### src/pwmirq_pkg.sv
// Package for the PWM interrupt status block: register offsets, bit layout, reset values.
// Assumes a 32-bit APB register bus with byte addresses on paddr.
package pwmirq_pkg;

   // ------------------------------------------------------------
   // Register offsets
   // ------------------------------------------------------------
   localparam logic [11:0] PWMIRQ_ENABLE_OFS = 12'h110;
   localparam logic [11:0] PWMIRQ_RAW_OFS    = 12'h114;
   localparam logic [11:0] PWMIRQ_MASKED_OFS = 12'h118;
   localparam logic [11:0] PWMIRQ_CLEAR_OFS  = 12'h11c;

   // ------------------------------------------------------------
   // Bit layout of the raw, masked, enable and clear registers
   // ------------------------------------------------------------
   localparam int PWMIRQ_NUM_EVT     = 30;
   localparam int PWMIRQ_TIMER_STOP  = 0;
   localparam int PWMIRQ_TIMER_ZERO  = 3;
   localparam int PWMIRQ_TIMER_PER   = 6;
   localparam int PWMIRQ_FAULT_START = 9;
   localparam int PWMIRQ_FAULT_END   = 12;
   localparam int PWMIRQ_OP_CMP_A    = 15;
   localparam int PWMIRQ_OP_CMP_B    = 18;
   localparam int PWMIRQ_CYC_TRIP    = 21;
   localparam int PWMIRQ_ONE_SHOT    = 24;
   localparam int PWMIRQ_CAPTURE     = 27;

   // ------------------------------------------------------------
   // Reset values
   // ------------------------------------------------------------
   localparam logic [PWMIRQ_NUM_EVT-1:0] PWMIRQ_FLAGS_RST  = 30'h0000_0000;
   localparam logic [PWMIRQ_NUM_EVT-1:0] PWMIRQ_ENABLE_RST = 30'h0000_0000;
   localparam logic [31:0]               PWMIRQ_RDATA_RST  = 32'h0000_0000;

   typedef logic [PWMIRQ_NUM_EVT-1:0] pwmirq_vec_t;

endpackage : pwmirq_pkg

### src/pwmirq_flags.sv
// Sticky event flag bank: one flag per event source, set by hardware, cleared by software.
// Assumes event pulses and clear strobes are synchronous to pclk.
`timescale 1ns/10ps
module pwmirq_flags #(
   parameter int WIDTH = 30
) (
   // Clock and reset
   input  wire logic             pclk,
   input  wire logic             presetn,
   // Events and clears
   input  wire logic [WIDTH-1:0] set_pulse,
   input  wire logic [WIDTH-1:0] clr_pulse,
   // Flag state
   output logic      [WIDTH-1:0] flags_q
);

   // Refuse an empty flag bank at elaboration
   if (WIDTH < 1) begin : g_bad_width
      $error("pwmirq_flags: WIDTH must be at least 1");
   end

   always_ff @(posedge pclk or negedge presetn) begin
      if (!presetn) begin
         flags_q <= '0;
      end else begin
         flags_q <= (flags_q & ~clr_pulse) | set_pulse;
      end
   end

   // ------------------------------------------------------------
   // Checks
   // ------------------------------------------------------------
   property p_set_wins;
      @(posedge pclk) disable iff (!presetn)
      (|set_pulse) |=> ((flags_q & $past(set_pulse)) == $past(set_pulse));
   endproperty
   a_set_wins: assert property (p_set_wins) else $error("event lost against clear");

   property p_sticky;
      @(posedge pclk) disable iff (!presetn)
      (clr_pulse == '0) |=> ((flags_q & $past(flags_q)) == $past(flags_q));
   endproperty
   a_sticky: assert property (p_sticky) else $error("flag dropped without clear");

   property p_clear_only;
      @(posedge pclk) disable iff (!presetn)
      (set_pulse == '0) |=> (flags_q == ($past(flags_q) & ~$past(clr_pulse)));
   endproperty
   a_clear_only: assert property (p_clear_only) else $error("clear result wrong");

endmodule : pwmirq_flags

### src/pwmirq_top.sv
// Top of the PWM interrupt status block: APB slave, enable register, flag bank, irq output.
// Assumes one-cycle event pulses from the timers, operators, fault handlers and capture units.
//
// Chosen here: register access over APB.
`timescale 1ns/10ps

// Notes on behaviour
// - Capture channel flags, three channels
// - One-shot trip flags per PWM output
// - Cycle trip flags per PWM output
// - Operator compare A flags, operators 0-2
// - Operator compare B flags, operators 0-2
// - Fault start and end flags each
// - Timer period flags, timers 0-2
// - Timer zero flags, timers 0-2
// - Timer stop flags, timers 0-2
// - Masked status register, read-only view
// - Write one clears flag, zeros ignored
// - Enable bit gates each masked bit
module pwmirq_top
   import pwmirq_pkg::*;
#(
   parameter int ADDR_W = 12
) (
   // Clock and reset
   input  wire logic              pclk,
   input  wire logic              presetn,
   // APB slave
   input  wire logic              psel,
   input  wire logic              penable,
   input  wire logic              pwrite,
   input  wire logic [ADDR_W-1:0] paddr,
   input  wire logic [31:0]       pwdata,
   input  wire logic [3:0]        pstrb,
   output logic      [31:0]       prdata,
   output logic                   pready,
   output logic                   pslverr,
   // Event pulses, one bit per unit
   input  wire logic [2:0]        capture_event,
   input  wire logic [2:0]        one_shot_trip,
   input  wire logic [2:0]        cycle_trip,
   input  wire logic [2:0]        operator_compare_a_event,
   input  wire logic [2:0]        operator_compare_b_event,
   input  wire logic [2:0]        fault_start_event,
   input  wire logic [2:0]        fault_end_event,
   input  wire logic [2:0]        timer_period_event,
   input  wire logic [2:0]        timer_zero_event,
   input  wire logic [2:0]        timer_stop_event,
   // Interrupt
   output logic                   irq_q
);
   import pwmirq_pkg::*;

   // Refuse an address bus too narrow for the register map
   if (ADDR_W < 12) begin : g_bad_addr_w
      $error("pwmirq_top: ADDR_W must be at least 12");
   end

   // ------------------------------------------------------------
   // Helpers
   // ------------------------------------------------------------
   function automatic logic addr_hit(input logic [ADDR_W-1:0] a, input logic [11:0] ofs);
      addr_hit = (a == ADDR_W'(ofs));
   endfunction : addr_hit

   function automatic pwmirq_vec_t lane_mask(input logic [3:0] s);
      logic [31:0] m;
      m = {{8{s[3]}}, {8{s[2]}}, {8{s[1]}}, {8{s[0]}}};
      lane_mask = m[PWMIRQ_NUM_EVT-1:0];
   endfunction : lane_mask

   // ------------------------------------------------------------
   // APB decode
   // ------------------------------------------------------------
   logic        access;
   logic        wr_en;
   logic        rd_en;
   logic        hit_ena;
   logic        hit_raw;
   logic        hit_msk;
   logic        hit_clr;
   logic        mapped;

   assign access  = psel && penable;
   assign wr_en   = access && pwrite;
   assign rd_en   = access && !pwrite;
   assign hit_ena = addr_hit(paddr, PWMIRQ_ENABLE_OFS);
   assign hit_raw = addr_hit(paddr, PWMIRQ_RAW_OFS);
   assign hit_msk = addr_hit(paddr, PWMIRQ_MASKED_OFS);
   assign hit_clr = addr_hit(paddr, PWMIRQ_CLEAR_OFS);
   assign mapped  = hit_ena || hit_raw || hit_msk || hit_clr;

   // ------------------------------------------------------------
   // Event vector
   // ------------------------------------------------------------
   pwmirq_vec_t evt_set;
   pwmirq_vec_t clr_strobe;
   pwmirq_vec_t raw_flags;
   pwmirq_vec_t enable_q;
   pwmirq_vec_t enable_d;
   pwmirq_vec_t masked;

   always_comb begin
      evt_set = '0;
      evt_set[PWMIRQ_TIMER_STOP  +: 3] = timer_stop_event;
      evt_set[PWMIRQ_TIMER_ZERO  +: 3] = timer_zero_event;
      evt_set[PWMIRQ_TIMER_PER   +: 3] = timer_period_event;
      evt_set[PWMIRQ_FAULT_START +: 3] = fault_start_event;
      evt_set[PWMIRQ_FAULT_END   +: 3] = fault_end_event;
      evt_set[PWMIRQ_OP_CMP_A    +: 3] = operator_compare_a_event;
      evt_set[PWMIRQ_OP_CMP_B    +: 3] = operator_compare_b_event;
      evt_set[PWMIRQ_CYC_TRIP    +: 3] = cycle_trip;
      evt_set[PWMIRQ_ONE_SHOT    +: 3] = one_shot_trip;
      evt_set[PWMIRQ_CAPTURE     +: 3] = capture_event;
   end

   // Ones in clear word clear flags
   assign clr_strobe = (wr_en && hit_clr) ? (pwdata[PWMIRQ_NUM_EVT-1:0] & lane_mask(pstrb)) : '0;

   pwmirq_flags #(
      .WIDTH     (PWMIRQ_NUM_EVT)
   ) u_flags (
      .pclk      (pclk),
      .presetn   (presetn),
      .set_pulse (evt_set),
      .clr_pulse (clr_strobe),
      .flags_q   (raw_flags)
   );

   // ------------------------------------------------------------
   // Enable register
   // ------------------------------------------------------------
   // Writable enable per source
   always_comb begin
      enable_d = enable_q;
      if (wr_en && hit_ena) begin
         enable_d = (enable_q & ~lane_mask(pstrb)) | (pwdata[PWMIRQ_NUM_EVT-1:0] & lane_mask(pstrb));
      end
   end

   always_ff @(posedge pclk or negedge presetn) begin
      if (!presetn) begin
         enable_q <= PWMIRQ_ENABLE_RST;
      end else begin
         enable_q <= enable_d;
      end
   end

   assign masked = raw_flags & enable_q;

   // ------------------------------------------------------------
   // Read data and response
   // ------------------------------------------------------------
   // Read back raw and masked views
   always_ff @(posedge pclk or negedge presetn) begin
      if (!presetn) begin
         prdata <= PWMIRQ_RDATA_RST;
      end else if (psel && !penable && !pwrite) begin
         if (hit_ena) begin
            prdata <= {2'h0, enable_q};
         end else if (hit_raw) begin
            prdata <= {2'h0, raw_flags};
         end else if (hit_msk) begin
            prdata <= {2'h0, masked};
         end else begin
            prdata <= PWMIRQ_RDATA_RST;
         end
      end
   end

   // Ready in the first cycle of the access phase, no wait states
   always_ff @(posedge pclk or negedge presetn) begin
      if (!presetn) begin
         pready <= 1'b0;
      end else begin
         pready <= psel && !penable;
      end
   end

   // Error on unmapped address or write to a read-only register
   always_ff @(posedge pclk or negedge presetn) begin
      if (!presetn) begin
         pslverr <= 1'b0;
      end else begin
         pslverr <= psel && !penable && (!mapped || (pwrite && (hit_raw || hit_msk)));
      end
   end

   // ------------------------------------------------------------
   // Interrupt output
   // ------------------------------------------------------------
   // OR of masked bits
   always_ff @(posedge pclk or negedge presetn) begin
      if (!presetn) begin
         irq_q <= 1'b0;
      end else begin
         // Next flags and next enables, so the output never lags the masked view
         irq_q <= |(((raw_flags & ~clr_strobe) | evt_set) & enable_d);
      end
   end

   // ------------------------------------------------------------
   // Checks
   // ------------------------------------------------------------
   property p_irq_follows;
      @(posedge pclk) disable iff (!presetn)
      ##1 (irq_q == |masked);
   endproperty
   a_irq_follows: assert property (p_irq_follows) else $error("irq does not match masked flags");

   property p_capture_sets;
      @(posedge pclk) disable iff (!presetn)
      capture_event[0] |=> raw_flags[PWMIRQ_CAPTURE];
   endproperty
   a_capture_sets: assert property (p_capture_sets) else $error("capture flag not set");

   property p_one_shot_sets;
      @(posedge pclk) disable iff (!presetn)
      one_shot_trip[2] |=> raw_flags[PWMIRQ_ONE_SHOT + 2];
   endproperty
   a_one_shot_sets: assert property (p_one_shot_sets) else $error("one-shot flag not set");

   property p_cycle_sets;
      @(posedge pclk) disable iff (!presetn)
      cycle_trip[1] |=> raw_flags[PWMIRQ_CYC_TRIP + 1];
   endproperty
   a_cycle_sets: assert property (p_cycle_sets) else $error("cycle trip flag not set");

   property p_cmp_sets;
      @(posedge pclk) disable iff (!presetn)
      (operator_compare_a_event[0] && operator_compare_b_event[2])
         |=> (raw_flags[PWMIRQ_OP_CMP_A] && raw_flags[PWMIRQ_OP_CMP_B + 2]);
   endproperty
   a_cmp_sets: assert property (p_cmp_sets) else $error("compare flag not set");

   property p_fault_sets;
      @(posedge pclk) disable iff (!presetn)
      (fault_start_event[1] && fault_end_event[0])
         |=> (raw_flags[PWMIRQ_FAULT_START + 1] && raw_flags[PWMIRQ_FAULT_END]);
   endproperty
   a_fault_sets: assert property (p_fault_sets) else $error("fault flag not set");

   property p_timer_sets;
      @(posedge pclk) disable iff (!presetn)
      (timer_period_event[2] && timer_zero_event[1] && timer_stop_event[0])
         |=> (raw_flags[PWMIRQ_TIMER_PER + 2] && raw_flags[PWMIRQ_TIMER_ZERO + 1]
              && raw_flags[PWMIRQ_TIMER_STOP]);
   endproperty
   a_timer_sets: assert property (p_timer_sets) else $error("timer flag not set");

   property p_masked_read;
      @(posedge pclk) disable iff (!presetn)
      (psel && !penable && !pwrite && hit_msk) |=> (prdata == {2'h0, $past(masked)});
   endproperty
   a_masked_read: assert property (p_masked_read) else $error("masked read wrong");

   property p_ready_once;
      @(posedge pclk) disable iff (!presetn)
      (psel && !penable) |=> pready ##1 !pready;
   endproperty
   a_ready_once: assert property (p_ready_once) else $error("pready timing wrong");

   property p_ro_write_err;
      @(posedge pclk) disable iff (!presetn)
      (psel && !penable && pwrite && (hit_raw || hit_msk)) |=> (pready && pslverr);
   endproperty
   a_ro_write_err: assert property (p_ro_write_err) else $error("write to read-only view not refused");

   property p_clear_lands;
      @(posedge pclk) disable iff (!presetn)
      (wr_en && hit_clr && (evt_set == '0)) |=> ((raw_flags & $past(clr_strobe)) == '0);
   endproperty
   a_clear_lands: assert property (p_clear_lands) else $error("cleared flag still set");

   property p_zero_kept;
      @(posedge pclk) disable iff (!presetn)
      (wr_en && hit_clr && (evt_set == '0))
         |=> ((raw_flags & ~$past(clr_strobe)) == ($past(raw_flags) & ~$past(clr_strobe)));
   endproperty
   a_zero_kept: assert property (p_zero_kept) else $error("flag cleared by a zero bit");

   property p_enable_hold;
      @(posedge pclk) disable iff (!presetn)
      !(wr_en && hit_ena) |=> $stable(enable_q);
   endproperty
   a_enable_hold: assert property (p_enable_hold) else $error("enable changed without a write");

   c_irq_rise: cover property (@(posedge pclk) disable iff (!presetn) !irq_q ##1 irq_q);
   c_clear_write: cover property (@(posedge pclk) disable iff (!presetn) wr_en && hit_clr && (|raw_flags));
   c_set_and_clear: cover property (@(posedge pclk) disable iff (!presetn) |(evt_set & clr_strobe));
   c_bad_addr: cover property (@(posedge pclk) disable iff (!presetn) pready && pslverr);
   c_enable_write: cover property (@(posedge pclk) disable iff (!presetn) wr_en && hit_ena);

endmodule : pwmirq_top

### config.mk
export PLATFORM = sky130hd
export DESIGN_NAME = pwmirq_top
export DESIGN_NICKNAME = d
export VERILOG_FILES = /design/src/pwmirq_pkg.sv /design/src/pwmirq_flags.sv /design/src/pwmirq_top.sv
export SDC_FILE = /design/constraint.sdc
export NUM_CORES = 1
export LEC_CHECK = 0
export ABC_AREA = 1
export BUFFER_PORTS_ARGS = -buffer_cell sky130_fd_sc_hd__buf_2
export CAP_MARGIN = 20
export CORE_MARGIN = 2
export CORE_UTILIZATION = 50
export CTS_BUF_LIST = sky130_fd_sc_hd__clkbuf_16
export DETAILED_ROUTE_END_ITERATION = 6
export PLACE_DENSITY = 0.81
export REMOVE_ABC_BUFFERS = 1
export SKIP_LAST_GASP = 1
export SYNTH_ARGS = -nofsm -noshare
export SYNTH_HDL_FRONTEND = slang
export SYNTH_SLANG_ARGS = --single-unit
### constraint.sdc
create_clock -name pclk -period 1.1 [get_ports pclk]
set_input_delay 0.055 -clock pclk [delete_from_list [all_inputs] [get_ports pclk]]
set_output_delay 0.055 -clock pclk [all_outputs]
set_load 0.02 [all_outputs]
After elaboration in Yosys (flattened, before gate mapping)
Cells that the tools add are included.
{ "totals": {"regBits": 95, "in_bits": 83, "output_inout_bits": 35, "wordCells": 41} }
{ "classes": {"n_eq_ne": 4, "muxes": 5, "bitwise_logic": 9, "n_reduce_logical": 17} }
{ "ops": {"columns": ["cell", "count"], "rows": [
  ["$and 30x30->30", 5],
  ["$mux 30", 4],
  ["$not 30->30", 2],
  ["$or 30x30->30", 2],
  ["$eq 12x9->1 const B", 4],
  ["$mux 32", 1],
  ["$reduce_or 30->1", 1],
  ["$logic_and 1x1->1", 8],
  ["$logic_or 1x1->1", 5],
  ["$logic_not 1->1", 3]
]} }

Logic depth before layout (Yosys ltp)
{ "logic_depth": {"word_depth": 9, "mapped_depth": 15, "depth_no_buf": 14} }

By module
From an unflattened synthesis, not the netlist that was laid out.
{ "unflattened": {"cells_unflattened": 843, "area_unflattened_um2": 5637.9} }
{ "by_module_without_submodules": {"columns": ["module", "n_inst", "cells_per_inst", "area_per_inst_um2", "seq_area_each_um2"], "rows": [
  ["pwmirq_top", 1, 693, 4436.8, 1576.5],
  ["pwmirq_flags", 1, 150, 1201.2, 750.7]
]} }

Worst setup path after synthesis
OpenSTA, ideal clock, no wires.
{ "synth_timing": {"kind": "input to register", "start": "in paddr[11]", "end": "reg irq_q", "setup_time_ns": 0.119, "arrival_ns": 1.214, "required_ns": 0.981, "setup_slack_ns": -0.232, "stages": 12, "path_buffers": 1, "path_cell_list": "or2_4 -> nor2_8 -> nand3_4 -> buf_2 -> o21ai_2 -> inv_2 -> nand2_1 -> nand2_1 -> inv_1 -> nand2_1 -> nor2_1 -> nand2_1"} }
{ "synth_via": {"word_cells_on_any_way": 11, "classes_between": "2 x eq/ne; 2 x mux; 4 x bitwise; 3 x reduce/logical"} }
{ "synth_rtl": {"columns": ["item", "line", "text"], "rows": [
  ["from (decl)", "pwmirq_top.sv:32", "input wire logic [ADDR_W-1:0] paddr,"],
  ["$eq 12x9->1", "pwmirq_top.sv:63", "addr_hit = (a == ADDR_W'(ofs));"],
  ["$logic_and 1x1->1", "pwmirq_top.sv:136", "if (wr_en && hit_ena) begin"],
  ["$mux 30", "pwmirq_top.sv:136", null],
  ["net enable_d[26]", "pwmirq_top.sv:100", "pwmirq_vec_t enable_d;"],
  ["$and 30x30->30", "pwmirq_top.sv:198", "irq_q <= |(((raw_flags & ~clr_strobe) | evt_set) & enable_d);"],
  ["$reduce_or 30->1", "pwmirq_top.sv:198", null],
  ["to (signal assigned)", "pwmirq_top.sv:198", null],
  ["to (decl)", "pwmirq_top.sv:50", "output logic irq_q"]
]} }
The timed path passes the listed nets, and every way through them passes these cells.
A chain may end at the register's enable or synchronous reset.

Worst setup path in the final report
{ "layout_timing": {"start": "reg enable_q[9]", "end": "reg irq_q"} }
{ "layout_via": {"elab_chain_cells": 5} }
{ "layout_lines": {"columns": ["item", "line", "text"], "rows": [
  ["from (decl)", "pwmirq_top.sv:99", "pwmirq_vec_t enable_q;"],
  ["from (signal assigned)", "pwmirq_top.sv:145", "enable_q <= enable_d;"],
  ["$and 30x30->30", "pwmirq_top.sv:137", "enable_d = (enable_q & ~lane_mask(pstrb)) | (pwdata[PWMIRQ_NUM_EVT-1:0] & lane_mask(pstrb));"],
  ["$or 30x30->30", "pwmirq_top.sv:137", null],
  ["$mux 30 *", "pwmirq_top.sv:136", null],
  ["net enable_d[9]", "pwmirq_top.sv:100", null],
  ["$and 30x30->30 *", "pwmirq_top.sv:198", null],
  ["$reduce_or 30->1 *", "pwmirq_top.sv:198", null]
]} }
Mark *: on every way through the listed nets, which the timed path passes. The rest lies on a longest branch.

==> flow_metrics.tcl <==
set metrics [dict create \
    whs_ps -46.94 \
    power_density_nw_per_um2 946.9 \
    clock_latency_ps 350 \
    fin_nets 1052 \
    row_count 37 \
    syn_avg_cell_area_um2 6.980 \
    final-setup-viol-count 31 \
    cts-root-buf "clkbuf_16" \
    max_freq_mhz 645.2 \
    antenna_cells 0 \
    first_iter_violations 824 \
    wl_per_cell_um 17.16 \
    worstSetupStartpointType "flip-flop" \
    dr.pass1.iters 5 \
    grt.total_usage_pct 30.80 \
    maxCapViolations 0 \
    seqPwrFrac_pct 46.3 \
    cts_tree "done" \
    io_pins 118 \
    finalMaxSlewViolations 0 \
    drive_gt1_share_pct 31.42 \
    pwr-share-comb_pct 11.5 \
    synth_top_area_share_pct 43.75 \
    period_needed_ps 1550 \
    numCtsBuffers 9 \
    grt_pass1_wl_um 27530 \
    hpwl_um 10660 \
    violations "hold timing, setup timing" \
    p_total_mw 7.403 \
    ir_worst_vdd_uv 674.6 \
    leakage_nw 4.507 \
    synthCells 762 \
    met2_length_um 9071 \
    status "finished, violations left" \
    ys_seq_elements 93 \
    portBuffers 113 \
    rsz0062_at_grt "true" \
    p_sw_mw 1.866 \
    core_area_um2 10320 \
    ys.flop_type "dfrtp_1" \
    viasPerCell 5.559 \
    async_flop_share_pct 100.0 \
    clkPwrFrac_pct 42.3 \
    dp.cells 1041 \
    die-area_um2 11480 \
    grt_pass1_vias 5853 \
    ys_warn_count 0 \
    hold_violations 1 \
    fill_cells 686 \
    overflow 0 \
    p_int_mw 5.536 \
    start_util_pct 51.52 \
    wl_met3_um 2116 \
    worstHoldPathType "in -> reg" \
    final_core_util_pct 75.72 \
    htreeDepth 3 \
    dpl_cell_area_um2 6583 \
    die_h_um 107.1 \
    synth_area_leaders "dfrtp_1 44%, nand2_1 14%, inv_1 13%" \
    clk_pin_slew_worst_paths_ps 70 \
    post-place-ws_ps -671.1 \
    synth_commonest_cells "197 x nand2_1, 185 x inv_1, 117 x o21ai_0" \
    antenna_found_initial 0 \
    cp.required_ps 1330 \
    wl_um 19050 \
    crit_fanout 3 \
    drtAntennaViolNets 0 \
    yosysSeqAreaShare_pct 43.75 \
    tns_ps -7566 \
    synth_most_common_cell "nand2_1" \
    period_share_pct 140.9 \
    clk_path_buf_depth 2 \
    fin_skew_ps 8.301 \
    stdcell_area_um2 7818 \
    end_kind "flip-flop" \
    top_layer "met4" \
    vias 6171 \
    gp_congestion 0.9069 \
    synth_area_leader_cell "dfrtp_1" \
    area_growth_pct 46.98 \
    grt_start_max_net_pins 67 \
    layoutNonFillerInstCount 1110 \
    die_width_um 107.1 \
    swShare_pct 25.21 \
    wl_met1_um 6830 \
    synth-edff-count 0 \
    arrival_ps 1780 \
    cts_sinks 93 \
    ys_types 24 \
    crit_type "reg -> reg" \
    setup_slack_ps -449.8 \
    drc_errors 0 \
    syn_area_um2 5319 \
]
## logic make-up (layout without fill, tap and decap cells)
logic type / count (synthesis) / count (layout) / share of synthesized area [%]
AO/OA/AOI/OAI: 157 / 157 / 14.84
buffers and inverters: 228 / 439 / 17.08
other: 1 / 2 / 0.07050
AND/OR/NAND/NOR: 283 / 283 / 24.25
flip-flops: 93 / 93 / 43.75
## path summary, 6_finish.rpt
| kind | startpoint | end | slack (ps) | cells after the start |
|---|---|---|---|---|
| max in group asynchronous | presetn | u_flags.flags_q[19] | 540 | 3 |
| worst max register to register | enable_q[9] | irq_q | -450 | 10 |
| worst min register to register | u_flags.flags_q[7] | u_flags.flags_q[7] | 500 | 2 |
| min in group asynchronous | presetn | prdata[22] | 250 | 3 |
| worst max-delay path | enable_q[9] | irq_q | -450 | 10 |
| worst min-delay path | fault_end_event[0] | u_flags.flags_q[12] | -50 | 3 |
## power by group through the flow
stage | combinational, mW | sequential, mW | clock [mW]
floorplan | 0.219 | 3.50 | 0
global placement | 0.651 | 3.49 | 0
detailed placement | 0.657 | 3.49 | 0
CTS | 0.779 | 3.43 | 3.11
global route | 0.915 | 3.43 | 3.27
finish | 0.848 | 3.43 | 3.13
## worst max-delay path, cell delays in order (launching register included)
cell and delay (ps):
dfrtp_1 420, a21oi_1 210, nand4_1 140, nand2_1 90
inv_1 50, nand2_1 80, nand2_1 70, nor2_2 130
nand2_1 80, nor2_1 100, nand2_1 50
## layout make-up
cell class              count  area (um2)  area share, %
clock buffers               9       225.2          2.881
well taps                 136       170.2          2.177
inverters                 187       701.9          8.979
clock inverters             7       67.56         0.8643
multi-input cells         442        2359          30.17
flip-flops and latches     93        2327          29.77
repair buffers            236        1967          25.16
## sequential cells by signal, summed over array words and instances (netlist names)
name and count:
pready 1, pslverr 1, u_flags.flags_q 30, enable_q 30, irq_q 1, prdata 30
## placed cells by master (no fill, tap or decap), drive strengths merged
cell type	synthesis	routed
buf	23	204
nand2	199	199
inv	187	188
o21ai	135	135
dfrtp	93	93
nand4	51	51
dlygate4sd3	0	29
nor2	26	26
a21oi	22	22
clkbuf	18	12
nand3	4	4
clkinv	0	4
conb	1	2
or2	1	1
nor3	1	1
nor3b	1	1
clkinvlp	0	1
bufinv	0	1
## repair_timing
item | in CTS | in global routing
cloned | 1 | 4
endpoints found under the hold margin | 122 | 0
hold buffers | 29 | 0
pin swaps | 47 | 36
gates resized for setup | 114 | 56
buffers inserted | 6 | 16
endpoints found under the setup margin | 31 | 32
## routing by layer
layer / GRT usage [%] / vias to the layer above
li1: - / 2767
met1: 38.48 / 2826
met2: 50.59 / 452
met3: 4.924 / 126
met4: 17.53 / 0
met5: 0 / -
Power figures use the tool's default switching activity.
